`config.mk`:
```
export PLATFORM = sky130hd
export DESIGN_NAME = lbi_bus_unit
export DESIGN_NICKNAME = d
export VERILOG_FILES = /design/src/include/lbi_pkg.sv /design/src/rtl/lbi_sync2.sv /design/src/rtl/lbi_prefetch_queue.sv /design/src/rtl/lbi_bus_unit.sv
export VERILOG_INCLUDE_DIRS = /design/src /design/src/include
export SDC_FILE = /design/constraint.sdc
export NUM_CORES = 1
export LEC_CHECK = 0
export BUFFER_PORTS_ARGS = -buffer_cell sky130_fd_sc_hd__clkbuf_2
export CORE_ASPECT_RATIO = 0.9
export CORE_UTILIZATION = 45
export CTS_CLUSTER_SIZE = 30
export DETAILED_ROUTE_END_ITERATION = 10
export GPL_TIMING_DRIVEN = 0
export PLACE_DENSITY = 0.68
export SYNTH_ARGS = -nofsm -noshare
export SYNTH_HDL_FRONTEND = slang
export SYNTH_SLANG_ARGS = --single-unit
```
`constraint.sdc`:
```
create_clock -name clk -period 3.03 [get_ports clk]
set_input_delay 0.7575 -clock clk [delete_from_list [all_inputs] [get_ports clk]]
set_output_delay 0.7575 -clock clk [all_outputs]
set_load 0.01 [all_outputs]
```
`src/include/lbi_params.svh`:
```
// Purpose: constants of the local bus interface unit
// Assumes: included by its bare name from package and design files
// Notes: definitions only
`ifndef LBI_PARAMS_SVH
`define LBI_PARAMS_SVH

// prefetch queue depth in bytes
`define LBI_QUEUE_DEPTH 4
// clocks after reset release before the strap is taken
`define LBI_STRAP_SETTLE 2'h2
// type byte times four: shift by two
`define LBI_VEC_SHIFT 2'h2
// first prefetch address after reset
`define LBI_FETCH_RESET 16'hfff0
// coded cycle status, active low encoding
`define LBI_ST_INTERRUPT_ACK_STROBE_N 3'h0
`define LBI_ST_IORD 3'h1
`define LBI_ST_IOWR 3'h2
`define LBI_ST_HALT 3'h3
`define LBI_ST_CODE 3'h4
`define LBI_ST_MEMRD 3'h5
`define LBI_ST_MEMWR 3'h6
`define LBI_ST_PASSIVE 3'h7
// control pins at reset: strobes idle, passive status
`define LBI_CTRL_RESET 11'h3bf
// synchroniser reset: strap high, ready low, test high, hold low, data low
`define LBI_SYNC_RESET 12'ha00

`endif

```
`src/include/lbi_pkg.sv`:
```
// Purpose: types of the local bus interface unit
// Assumes: nothing beyond the params header
// Notes: numbers live in the params header
`include "lbi_params.svh"

package lbi_pkg;

  typedef enum logic [2:0] {
    CYC_CODE,
    CYC_MEMRD,
    CYC_IORD,
    CYC_MEMWR,
    CYC_IOWR,
    CYC_INTERRUPT_ACK_STROBE_N,
    CYC_HALT
  } lbi_cycle_type;

  typedef enum logic [3:0] {
    S_IDLE,
    S_HDLY,
    S_T1,
    S_T2,
    S_T3,
    S_TW,
    S_T4,
    S_HALTED,
    S_HOLD
  } lbi_state_type;

  typedef struct packed {
    lbi_cycle_type cyc;
    logic word;
    logic [15:0] addr;
    logic [15:0] data;
  } lbi_req_type;

  typedef struct packed {
    logic ale;
    logic readStrobeN;
    logic writeStrobeN;
    logic interruptAckStrobeN;
    logic memIoSelect;
    logic transceiverDirection;
    logic transceiverEnableN;
    logic minModeStatusZeroN;
    logic [2:0] cycleStatus;
  } lbi_ctrl_type;

endpackage

```
`src/rtl/lbi_sync2.sv`:
```
// Purpose: two flip-flop synchroniser for pin inputs
// Assumes: inputs are asynchronous levels
// Notes: first stage feeds only the second stage
module lbi_sync2 #(
  parameter int W = 1,
  parameter logic [W-1:0] RST_VAL = '0
) (
  input wire logic clk, // clock
  input wire logic rstn, // async reset
  input wire logic [W-1:0] asyncIn, // raw pin levels
  output logic [W-1:0] syncOut // synchronised levels
);
  logic [W-1:0] stage1Reg;
  logic [W-1:0] stage2Reg;

  always_ff @(posedge clk or negedge rstn) begin
    if (!rstn) begin
      stage1Reg <= RST_VAL;
      stage2Reg <= RST_VAL;
    end else begin
      stage1Reg <= asyncIn;
      stage2Reg <= stage1Reg;
    end
  end

  assign syncOut = stage2Reg;
endmodule

```
`src/rtl/lbi_prefetch_queue.sv`:
```
// Purpose: byte-wide instruction prefetch queue
// Assumes: the writer never pushes into a full queue
// Notes: shift register, head always in slot zero
`include "lbi_params.svh"

module lbi_prefetch_queue
  import lbi_pkg::*;
(
  input wire logic clk, // clock
  input wire logic rstn, // async reset
  input wire logic flush, // drop all bytes
  input wire logic pushValid, // byte arrives
  input wire logic [7:0] pushByte, // arriving byte
  input wire logic popReady, // consumer takes head
  output logic headValid, // head slot holds a byte
  output logic [7:0] headByte, // head byte
  output logic [`LBI_QUEUE_DEPTH-1:0] fill // valid bit per slot
);
  localparam int D = `LBI_QUEUE_DEPTH;

  logic [D-1:0] vldReg;
  logic [D-1:0][7:0] byteReg;
  wire pop = popReady && vldReg[0];
  wire [D:0] vldExt = {1'b0, vldReg};
  wire [D:0][7:0] byteExt = {8'h00, byteReg};
  wire [D-1:0] shV;
  wire [D:0] shPrev = {shV, 1'b1};

  genvar i;
  for (i = 0; i < D; i++) begin : g_slot
    wire [7:0] shB = pop ? byteExt[i + 1] : byteReg[i];
    // push lands in the first empty slot after the shift
    wire load = pushValid && !shV[i] && shPrev[i];
    assign shV[i] = pop ? vldExt[i + 1] : vldReg[i];
    always_ff @(posedge clk or negedge rstn) begin
      if (!rstn) begin
        vldReg[i] <= 1'b0;
        byteReg[i] <= 8'h00;
      end else if (flush) begin
        vldReg[i] <= 1'b0;
      end else begin
        vldReg[i] <= shV[i] || load;
        byteReg[i] <= load ? pushByte : shB;
      end
    end
  end

  assign headValid = vldReg[0];
  assign headByte = byteReg[0];
  assign fill = vldReg;
endmodule

```
`src/rtl/lbi_bus_unit.sv`:
```
// Purpose: local bus interface unit, byte-wide multiplexed bus cycles
// Assumes: one clock per T state; two-way pins resolved outside from enables
// Notes: strap taken once after reset release; every pin output registered

`include "lbi_params.svh"

module lbi_bus_unit (
  input wire logic clk, // 40 MHz clock
  input wire logic rstn, // async reset
  input wire logic minMaxConfigStrap, // strap pin, high is minimum mode
  input wire logic readyPin, // ready pin
  input wire logic testNPin, // test pin, active low
  input wire logic holdReqPin, // local bus request pin
  input wire logic [7:0] muxedAddrDataLowIn, // muxed low lines, level seen
  output logic [7:0] muxedAddrDataLowOut, // muxed low lines, driven value
  output logic muxedAddrDataLowOeN, // low while driving muxed lines
  output logic [7:0] upperAddressLines, // address bits 15..8
  output logic upperAddressOeN, // low while driving upper address
  output lbi_pkg::lbi_ctrl_type ctrlPins, // strobes and status pins
  output logic ctrlOeN, // low while driving control pins
  output logic holdAck, // bus handed to another master
  input wire lbi_pkg::lbi_req_type req, // core bus request
  input wire logic reqValid, // core request present
  output logic reqTaken, // pulse, request accepted
  output logic respValid, // pulse, transfer finished
  output logic [15:0] respData, // read data
  output logic [9:0] vectorPtr, // vector table pointer
  input wire logic waitExec, // wait instruction executing
  output logic waitDone, // test seen low during wait
  input wire logic wakeHalt, // leave halt
  input wire logic flushValid, // restart prefetch
  input wire logic [15:0] flushAddr, // new prefetch address
  input wire logic qPop, // core takes queue head
  output logic qValid, // queue head valid
  output logic [7:0] qByte, // queue head byte
  output logic minMode // strap value in use
);
  import lbi_pkg::*;

  function automatic logic [2:0] statusCode(input lbi_cycle_type c);
    case (c)
      CYC_CODE: statusCode = `LBI_ST_CODE;
      CYC_MEMRD: statusCode = `LBI_ST_MEMRD;
      CYC_IORD: statusCode = `LBI_ST_IORD;
      CYC_MEMWR: statusCode = `LBI_ST_MEMWR;
      CYC_IOWR: statusCode = `LBI_ST_IOWR;
      CYC_INTERRUPT_ACK_STROBE_N: statusCode = `LBI_ST_INTERRUPT_ACK_STROBE_N;
      CYC_HALT: statusCode = `LBI_ST_HALT;
      default: statusCode = `LBI_ST_PASSIVE;
    endcase
  endfunction

  function automatic logic isReadCycle(input lbi_cycle_type c);
    isReadCycle = (c == CYC_CODE) || (c == CYC_MEMRD) || (c == CYC_IORD);
  endfunction

  lbi_state_type stateReg, stateNext;
  lbi_req_type curReg, curNext;
  logic byteHiReg, byteHiNext;
  logic intaSecondReg, intaSecondNext;
  logic isFetchReg, isFetchNext;
  logic haltReissueReg, haltReissueNext;
  logic takeReq;
  logic issueFetch;
  logic fetchDropReg;
  logic [15:0] fetchAddrReg;
  logic startedReg;
  logic [1:0] settleCntReg;
  logic capDueReg, capFetchReg, capLastReg, capIntaReg, capWordReg;
  logic [7:0] lowByteReg;
  lbi_ctrl_type ctrlNext;
  logic [7:0] adOutNext;
  logic [11:0] syncVec;
  logic [`LBI_QUEUE_DEPTH-1:0] qFill;

  lbi_sync2 #(
    .W(12),
    .RST_VAL(`LBI_SYNC_RESET)
  ) u_sync (
    .clk(clk),
    .rstn(rstn),
    .asyncIn({minMaxConfigStrap, readyPin, testNPin, holdReqPin, muxedAddrDataLowIn}),
    .syncOut(syncVec)
  );

  wire strapSync = syncVec[11];
  wire readySync = syncVec[10];
  wire testNSync = syncVec[9];
  wire holdSync = syncVec[8];
  wire [7:0] adSync = syncVec[7:0];

  // current cycle decode
  wire inCycle = stateReg inside {S_HDLY, S_T1, S_T2, S_T3, S_TW, S_T4};
  wire curRead = isReadCycle(curReg.cyc);
  wire curWrite = curReg.cyc inside {CYC_MEMWR, CYC_IOWR};
  wire curLast = !curReg.word || byteHiReg;
  wire fetchPending = capDueReg && capFetchReg;
  wire fetchInCycle = isFetchReg && inCycle;
  // one fetch in flight at most, so one free slot is enough
  wire fetchRoom = !qFill[`LBI_QUEUE_DEPTH-1] && !fetchPending && !flushValid;
  wire pushFetch = fetchPending && !fetchDropReg && !flushValid;
  wire endT4 = stateReg == S_T4;
  wire capNow = endT4 && (curRead || (curReg.cyc == CYC_INTERRUPT_ACK_STROBE_N && intaSecondReg));

  always_comb begin
    stateNext = stateReg;
    curNext = curReg;
    byteHiNext = byteHiReg;
    intaSecondNext = intaSecondReg;
    isFetchNext = isFetchReg;
    haltReissueNext = haltReissueReg;
    takeReq = 1'b0;
    issueFetch = 1'b0;
    case (stateReg)
      S_IDLE: begin
        if (!startedReg) begin
          stateNext = S_IDLE;
        end else if (holdSync) begin
          stateNext = S_HOLD;
        end else if (reqValid) begin
          takeReq = 1'b1;
          curNext = req;
          byteHiNext = 1'b0;
          intaSecondNext = 1'b0;
          isFetchNext = 1'b0;
          stateNext = (req.cyc == CYC_HALT && minMode) ? S_HDLY : S_T1;
        end else if (fetchRoom) begin
          issueFetch = 1'b1;
          curNext.cyc = CYC_CODE;
          curNext.word = 1'b0;
          curNext.addr = fetchAddrReg;
          curNext.data = 16'h0000;
          byteHiNext = 1'b0;
          intaSecondNext = 1'b0;
          isFetchNext = 1'b1;
          stateNext = S_T1;
        end
      end
      S_HDLY: begin
        stateNext = S_T1;
      end
      S_T1: begin
        stateNext = (curReg.cyc == CYC_HALT) ? S_HALTED : S_T2;
      end
      S_T2: begin
        stateNext = S_T3;
      end
      S_T3, S_TW: begin
        stateNext = readySync ? S_T4 : S_TW;
      end
      S_T4: begin
        if (curReg.word && !byteHiReg) begin
          byteHiNext = 1'b1;
          stateNext = S_T1;
        end else if (curReg.cyc == CYC_INTERRUPT_ACK_STROBE_N && !intaSecondReg) begin
          intaSecondNext = 1'b1;
          stateNext = S_T1;
        end else begin
          stateNext = S_IDLE;
        end
      end
      S_HALTED: begin
        if (holdSync) begin
          haltReissueNext = 1'b1;
          stateNext = S_HOLD;
        end else if (wakeHalt) begin
          stateNext = S_IDLE;
        end
      end
      S_HOLD: begin
        if (!holdSync) begin
          haltReissueNext = 1'b0;
          if (haltReissueReg) begin
            stateNext = minMode ? S_HDLY : S_T1;
          end else begin
            stateNext = S_IDLE;
          end
        end
      end
      default: begin
        stateNext = S_IDLE;
      end
    endcase
  end

  // pin values follow the state being entered
  wire nT1 = stateNext == S_T1;
  wire nStrobe = stateNext inside {S_T2, S_T3, S_TW};
  wire nData = nStrobe || stateNext == S_T4;
  wire nActive = nT1 || nData || stateNext == S_HDLY;
  wire nFloat = stateNext == S_HOLD;
  wire [2:0] nCode = statusCode(curNext.cyc);
  wire nRead = isReadCycle(curNext.cyc);
  wire nWrite = curNext.cyc inside {CYC_MEMWR, CYC_IOWR};
  wire nInta = curNext.cyc == CYC_INTERRUPT_ACK_STROBE_N;
  wire nHalt = curNext.cyc == CYC_HALT;
  wire [15:0] nAddr = curNext.addr + {15'h0000, byteHiNext};
  wire [7:0] nWriteByte = byteHiNext ? curNext.data[15:8] : curNext.data[7:0];
  wire nDriveAddr = nT1 && !nInta;
  wire nDriveData = nWrite && nData;
  // reads and acknowledges release the low lines to bus-hold
  wire adOeNNext = !(nDriveAddr || nDriveData) || nFloat;
  wire [7:0] upperNext = nDriveAddr ? nAddr[15:8] : upperAddressLines;

  assign adOutNext = nDriveAddr ? nAddr[7:0] : (nDriveData ? nWriteByte : muxedAddrDataLowOut);

  always_comb begin
    ctrlNext = `LBI_CTRL_RESET;
    if (minMode) begin
      ctrlNext.ale = nT1;
      ctrlNext.readStrobeN = !(nRead && nStrobe);
      ctrlNext.writeStrobeN = !(nWrite && nStrobe);
      ctrlNext.interruptAckStrobeN = !(nInta && nStrobe);
      ctrlNext.memIoSelect = nActive ? !nCode[2] : ctrlPins.memIoSelect;
      ctrlNext.transceiverDirection = nActive ? nCode[1] : 1'b1;
      ctrlNext.transceiverEnableN = !(nData && !nHalt);
      ctrlNext.minModeStatusZeroN = nActive ? nCode[0] : 1'b1;
    end else begin
      // bus controller decodes status and makes the strobes
      ctrlNext.cycleStatus = (nT1 || stateNext == S_T2) ? nCode : `LBI_ST_PASSIVE;
    end
  end

  always_ff @(posedge clk or negedge rstn) begin
    if (!rstn) begin
      ctrlPins <= `LBI_CTRL_RESET;
      muxedAddrDataLowOut <= 8'h00;
      muxedAddrDataLowOeN <= 1'b1;
      upperAddressLines <= 8'h00;
      upperAddressOeN <= 1'b1;
      ctrlOeN <= 1'b1;
      holdAck <= 1'b0;
    end else begin
      ctrlPins <= ctrlNext;
      muxedAddrDataLowOut <= adOutNext;
      muxedAddrDataLowOeN <= adOeNNext;
      upperAddressLines <= upperNext;
      upperAddressOeN <= nFloat;
      ctrlOeN <= nFloat;
      holdAck <= nFloat;
    end
  end

  always_ff @(posedge clk or negedge rstn) begin
    if (!rstn) begin
      stateReg <= S_IDLE;
      curReg <= '0;
      byteHiReg <= 1'b0;
      intaSecondReg <= 1'b0;
      isFetchReg <= 1'b0;
      haltReissueReg <= 1'b0;
    end else begin
      stateReg <= stateNext;
      curReg <= curNext;
      byteHiReg <= byteHiNext;
      intaSecondReg <= intaSecondNext;
      isFetchReg <= isFetchNext;
      haltReissueReg <= haltReissueNext;
    end
  end

  // strap caught once, after the synchroniser has settled
  always_ff @(posedge clk or negedge rstn) begin
    if (!rstn) begin
      settleCntReg <= 2'h0;
      startedReg <= 1'b0;
      minMode <= 1'b1;
    end else if (!startedReg) begin
      settleCntReg <= settleCntReg + 2'h1;
      if (settleCntReg == `LBI_STRAP_SETTLE) begin
        startedReg <= 1'b1;
        minMode <= strapSync;
      end
    end
  end

  always_ff @(posedge clk or negedge rstn) begin
    if (!rstn) begin
      fetchAddrReg <= `LBI_FETCH_RESET;
      fetchDropReg <= 1'b0;
    end else begin
      if (flushValid) begin
        fetchAddrReg <= flushAddr;
      end else if (issueFetch) begin
        fetchAddrReg <= fetchAddrReg + 16'h0001;
      end
      if (fetchPending) begin
        fetchDropReg <= 1'b0;
      end else if (flushValid && fetchInCycle) begin
        fetchDropReg <= 1'b1;
      end
    end
  end

  // read data leaves the synchroniser one clock after T4
  always_ff @(posedge clk or negedge rstn) begin
    if (!rstn) begin
      capDueReg <= 1'b0;
      capFetchReg <= 1'b0;
      capLastReg <= 1'b0;
      capIntaReg <= 1'b0;
      capWordReg <= 1'b0;
    end else begin
      capDueReg <= capNow;
      capFetchReg <= isFetchReg;
      capLastReg <= curLast;
      capIntaReg <= curReg.cyc == CYC_INTERRUPT_ACK_STROBE_N;
      capWordReg <= curReg.word;
    end
  end

  wire dataCap = capDueReg && !capFetchReg && !capIntaReg;
  wire writeDone = endT4 && curWrite && curLast;

  always_ff @(posedge clk or negedge rstn) begin
    if (!rstn) begin
      reqTaken <= 1'b0;
      respValid <= 1'b0;
      respData <= 16'h0000;
      vectorPtr <= 10'h000;
      lowByteReg <= 8'h00;
      waitDone <= 1'b0;
    end else begin
      reqTaken <= takeReq;
      respValid <= writeDone || (dataCap && capLastReg) || (capDueReg && capIntaReg);
      waitDone <= waitExec && !testNSync;
      if (dataCap && !capLastReg) begin
        lowByteReg <= adSync;
      end
      if (dataCap && capLastReg) begin
        respData <= capWordReg ? {adSync, lowByteReg} : {8'h00, adSync};
      end
      if (capDueReg && capIntaReg) begin
        vectorPtr <= {2'b00, adSync} << `LBI_VEC_SHIFT;
      end
    end
  end

  lbi_prefetch_queue u_queue (
    .clk(clk),
    .rstn(rstn),
    .flush(flushValid),
    .pushValid(pushFetch),
    .pushByte(adSync),
    .popReady(qPop),
    .headValid(qValid),
    .headByte(qByte),
    .fill(qFill)
  );
endmodule

```
==> flow_metrics.env <==
export IMPL_outcome="complete, no violations"
export IMPL_core_area_sq_um=19300
export IMPL_dp_cells=1217
export IMPL_die_w_microns=151
export IMPL_vias_per_cell=5.54
export IMPL_synth_commonest_cells="167 x dfrtp_1, 105 x nand2_1, 45 x o21ai_0, 40 x nor2_1, 30 x clkbuf_1"
export IMPL_pwr_density_cell_nw_per_um2=886
export IMPL_fin_crit_sh_pct=97.3
export IMPL_cp_max_fo=10
export IMPL_synth_area_sq_um=8960
export IMPL_cts_tree="done"
export IMPL_yosysSeqAreaShare_pct=54.9
export IMPL_worstPathRequired_ps=3340
export IMPL_worst_slew_pin_transition_ps=739
export IMPL_cts_buffers=17
export IMPL_final_nets=1079
export IMPL_syn_avg_cell_area_sq_um=10.8
export IMPL_wl_per_cell_microns=17.8
export IMPL_placed_cell_area_sq_um=10000
export IMPL_synth_most_common_cell="dfrtp_1"
export IMPL_fin_area_sq_um=11000
export IMPL_antenna_cells=0
export IMPL_critPathCaptureType="flip-flop"
export IMPL_p_leak_nw=4.97
export IMPL_grt_max_degree=107
export IMPL_grt_ovfl_total=0
export IMPL_fmax_mhz=339
export IMPL_groute_usage_overall_pct=22.6
export IMPL_power_w=0.00975
export IMPL_yosysTopAreaCell="dfrtp_1"
export IMPL_cp_arrival_ps=3260
export IMPL_final_setup_viol_count=0
export IMPL_ys_warnings_count=0
export IMPL_max_cap_violations=0
export IMPL_drc=0
export IMPL_hold_slack_ps=348
export IMPL_hp_class="reg2reg"
export IMPL_cts_num_sinks=195
export IMPL_critical_path_class="reg2reg"
export IMPL_p_int_w=0.00623
export IMPL_netlist_cell_type_count=76
export IMPL_cts_max_path_buffers=2
export IMPL_io_pins=141
export IMPL_synth_area_top_cells="dfrtp_1 47%, dfstp_2 8.2%, nand2_1 4.4%"
export IMPL_power_frac_comb_pct=37.4
export IMPL_drive_gt1_share_pct=31.7
export IMPL_drv_slew=0
export IMPL_synth_edf_count=0
export IMPL_p_clk_share_pct=24.4
export IMPL_num_vias=7018
export IMPL_areaGrowthSynthToFinish_pct=22.8
export IMPL_async_reset_ff_share_pct=100
export IMPL_hold_violations=0
export IMPL_placementRows=48
export IMPL_synth_seq_cells=195
export IMPL_synth_ff_type="dfrtp_1"
export IMPL_rsz0062_at_grt="yes"
export IMPL_die_height_microns=136
export IMPL_p_switching_w=0.00352
export IMPL_instances_no_fill=1267
export IMPL_period_needed_ps=2950
export IMPL_wl_microns=22500
export IMPL_initialDrtViolationCount=389
export IMPL_root_buffer="clkbuf_16"
export IMPL_irDropWorstVdd_v=0.000498
export IMPL_port_buffers=137
export IMPL_dr_pass1_iters=5
export IMPL_syn_inst=828
export IMPL_dpl_worst_slack_ps=-639
export IMPL_p_sw_share_pct=36.1
export IMPL_synth_top_cell_area_share_pct=46.6
export IMPL_grt_pass1_vias=6713
export IMPL_place_gp_congestion=0.864
export IMPL_dp_hpwl_microns=15800
export IMPL_initial_core_util_pct=46.3
export IMPL_start_kind="flip-flop"
export IMPL_seqPwrFrac_pct=38.2
export IMPL_ant_nets=0
export IMPL_cts_max_level=4
export IMPL_grt_pass1_wl_microns=35700
export IMPL_antenna_found_initial=0
export IMPL_clkLatencyLatePin_ps=430
export IMPL_maxSlewHeadroom_pct=50.7
export IMPL_finalWorstSetupSlack_ps=82.5
export IMPL_skew_ps=11.9
export IMPL_path_clk_slew_ps=70
export IMPL_die_area_sq_um=20500
==> flip-flops by register name (all words and copies together) (netlist names), 11 cells and up <==
name              cells
ctrlPins             11
curReg               36
fetchAddrReg         16
respData             16
u_queue.byteExt      24
u_sync.stage1Reg     12
u_sync.syncOut       12
==> stage by stage <==
step | util, % | setup TNS, ps
2_1_floorplan | - | -12.7
3_3_place_gp | 51.8 | -453230
3_5_place_dp | 52.0 | -7940
4_1_cts | 55.9 | 0
5_1_grt | 56.9 | -184
6_report | 56.9 | 0
==> final cells by class <==
class | count | area [sq um]
Tap cell | 250 | 313
Multi-Input combinational cell | 551 | 3860
Inverter | 22 | 87.6
Fill cell | 1667 | 8330
Sequential cell | 195 | 4920
Buffer | 59 | 339
Clock inverter | 12 | 179
Timing Repair Buffer | 158 | 872
Clock buffer | 20 | 437
==> worst max-delay path, stage by stage (launching register included) <==
cell      delay (ps)
dfrtp_1          380
buf_2            190
nor4_4           300
buf_4            210
nand2_1           80
o32a_1           390
a211oi_4         460
a21boi_2         130
or2_0            210
buf_2            160
a311o_1          320
==> routing by layer <==
layer  track usage, %  part of all wire [%]  vias up
met4             7.06                   1.4        0
met2             33.2                    45      193
met1             33.1                    47     3448
met3             5.07                   6.3       20
li1                 -                     -     3357
met5                0                     0        -
==> cell usage in the layout, fill, tap and decap left out, types with 23 or more instances in the layout <==
cell      Yosys  final
dfrtp_1     167    165
clkbuf_2      0    141
nand2_1     105    105
o21ai_0      45     45
nor2_1       40     39
buf_4        14     35
dfstp_2      28     28
a21oi_1      29     27
a22o_1       26     26
mux2i_1      26     26
clkbuf_1     30     25
nor3_1       26     23
==> power groups by stage <==
| stage | clock (W) | sequential [W] | combinational [W] |
|---|---|---|---|
| after floorplan | 0 | 0.00376 | 0.00222 |
| after global placement | 0 | 0.00372 | 0.00322 |
| after detailed placement | 0 | 0.00374 | 0.00329 |
| after CTS | 0.00243 | 0.00371 | 0.00342 |
| after global routing | 0.00252 | 0.00378 | 0.00398 |
| final | 0.00238 | 0.00372 | 0.00364 |
==> worst paths after layout <==
path / start / cells past startpoint / slack [ps] / to
setup reg to reg: stateReg[1]$_DFF_PN0_ / 10 / 80 / muxedAddrDataLowOut[5]$_DFFE_PN0P_
hold reg to reg: u_sync.stage1Reg[0]$_DFF_PN0_ / 0 / 350 / u_sync.syncOut[0]$_DFF_PN0_
hold / removal: u_sync.stage1Reg[0]$_DFF_PN0_ / 0 / 350 / u_sync.syncOut[0]$_DFF_PN0_
min in group asynchronous: rstn / 1 / 370 / curReg[10]$_DFF_PN0_
setup / recovery: stateReg[1]$_DFF_PN0_ / 10 / 80 / muxedAddrDataLowOut[5]$_DFFE_PN0P_
max in group asynchronous: rstn / 2 / 1700 / u_queue.byteExt[26]$_DFFE_PN0P_
==> kinds of logic (layout without fill, tap and decap cells) <==
| family | after synthesis | count (layout) | share of synthesized area, % |
|---|---|---|---|
| and+or+nand+nor | 261 | 261 | 14.7 |
| muxes | 44 | 44 | 5.17 |
| DFF | 195 | 195 | 54.9 |
| xor gates and xnor gates | 20 | 20 | 1.96 |
| AOI/OAI and AO/OA | 220 | 220 | 18.3 |
| adders and majority gates | 4 | 4 | 0.559 |
| other | 1 | 2 | 0.0419 |
| buffers and inverters | 83 | 271 | 4.46 |
==> timing repair <==
action | CTS | global route
hold buffers | 0 | 0
gates cloned | 0 | 0
setup buffers | 9 | 11
pin swaps | 10 | 17
resized for setup | 19 | 32
endpoints found under the setup margin | 22 | 26
Note: power is estimated with default switching activity, not from simulation.
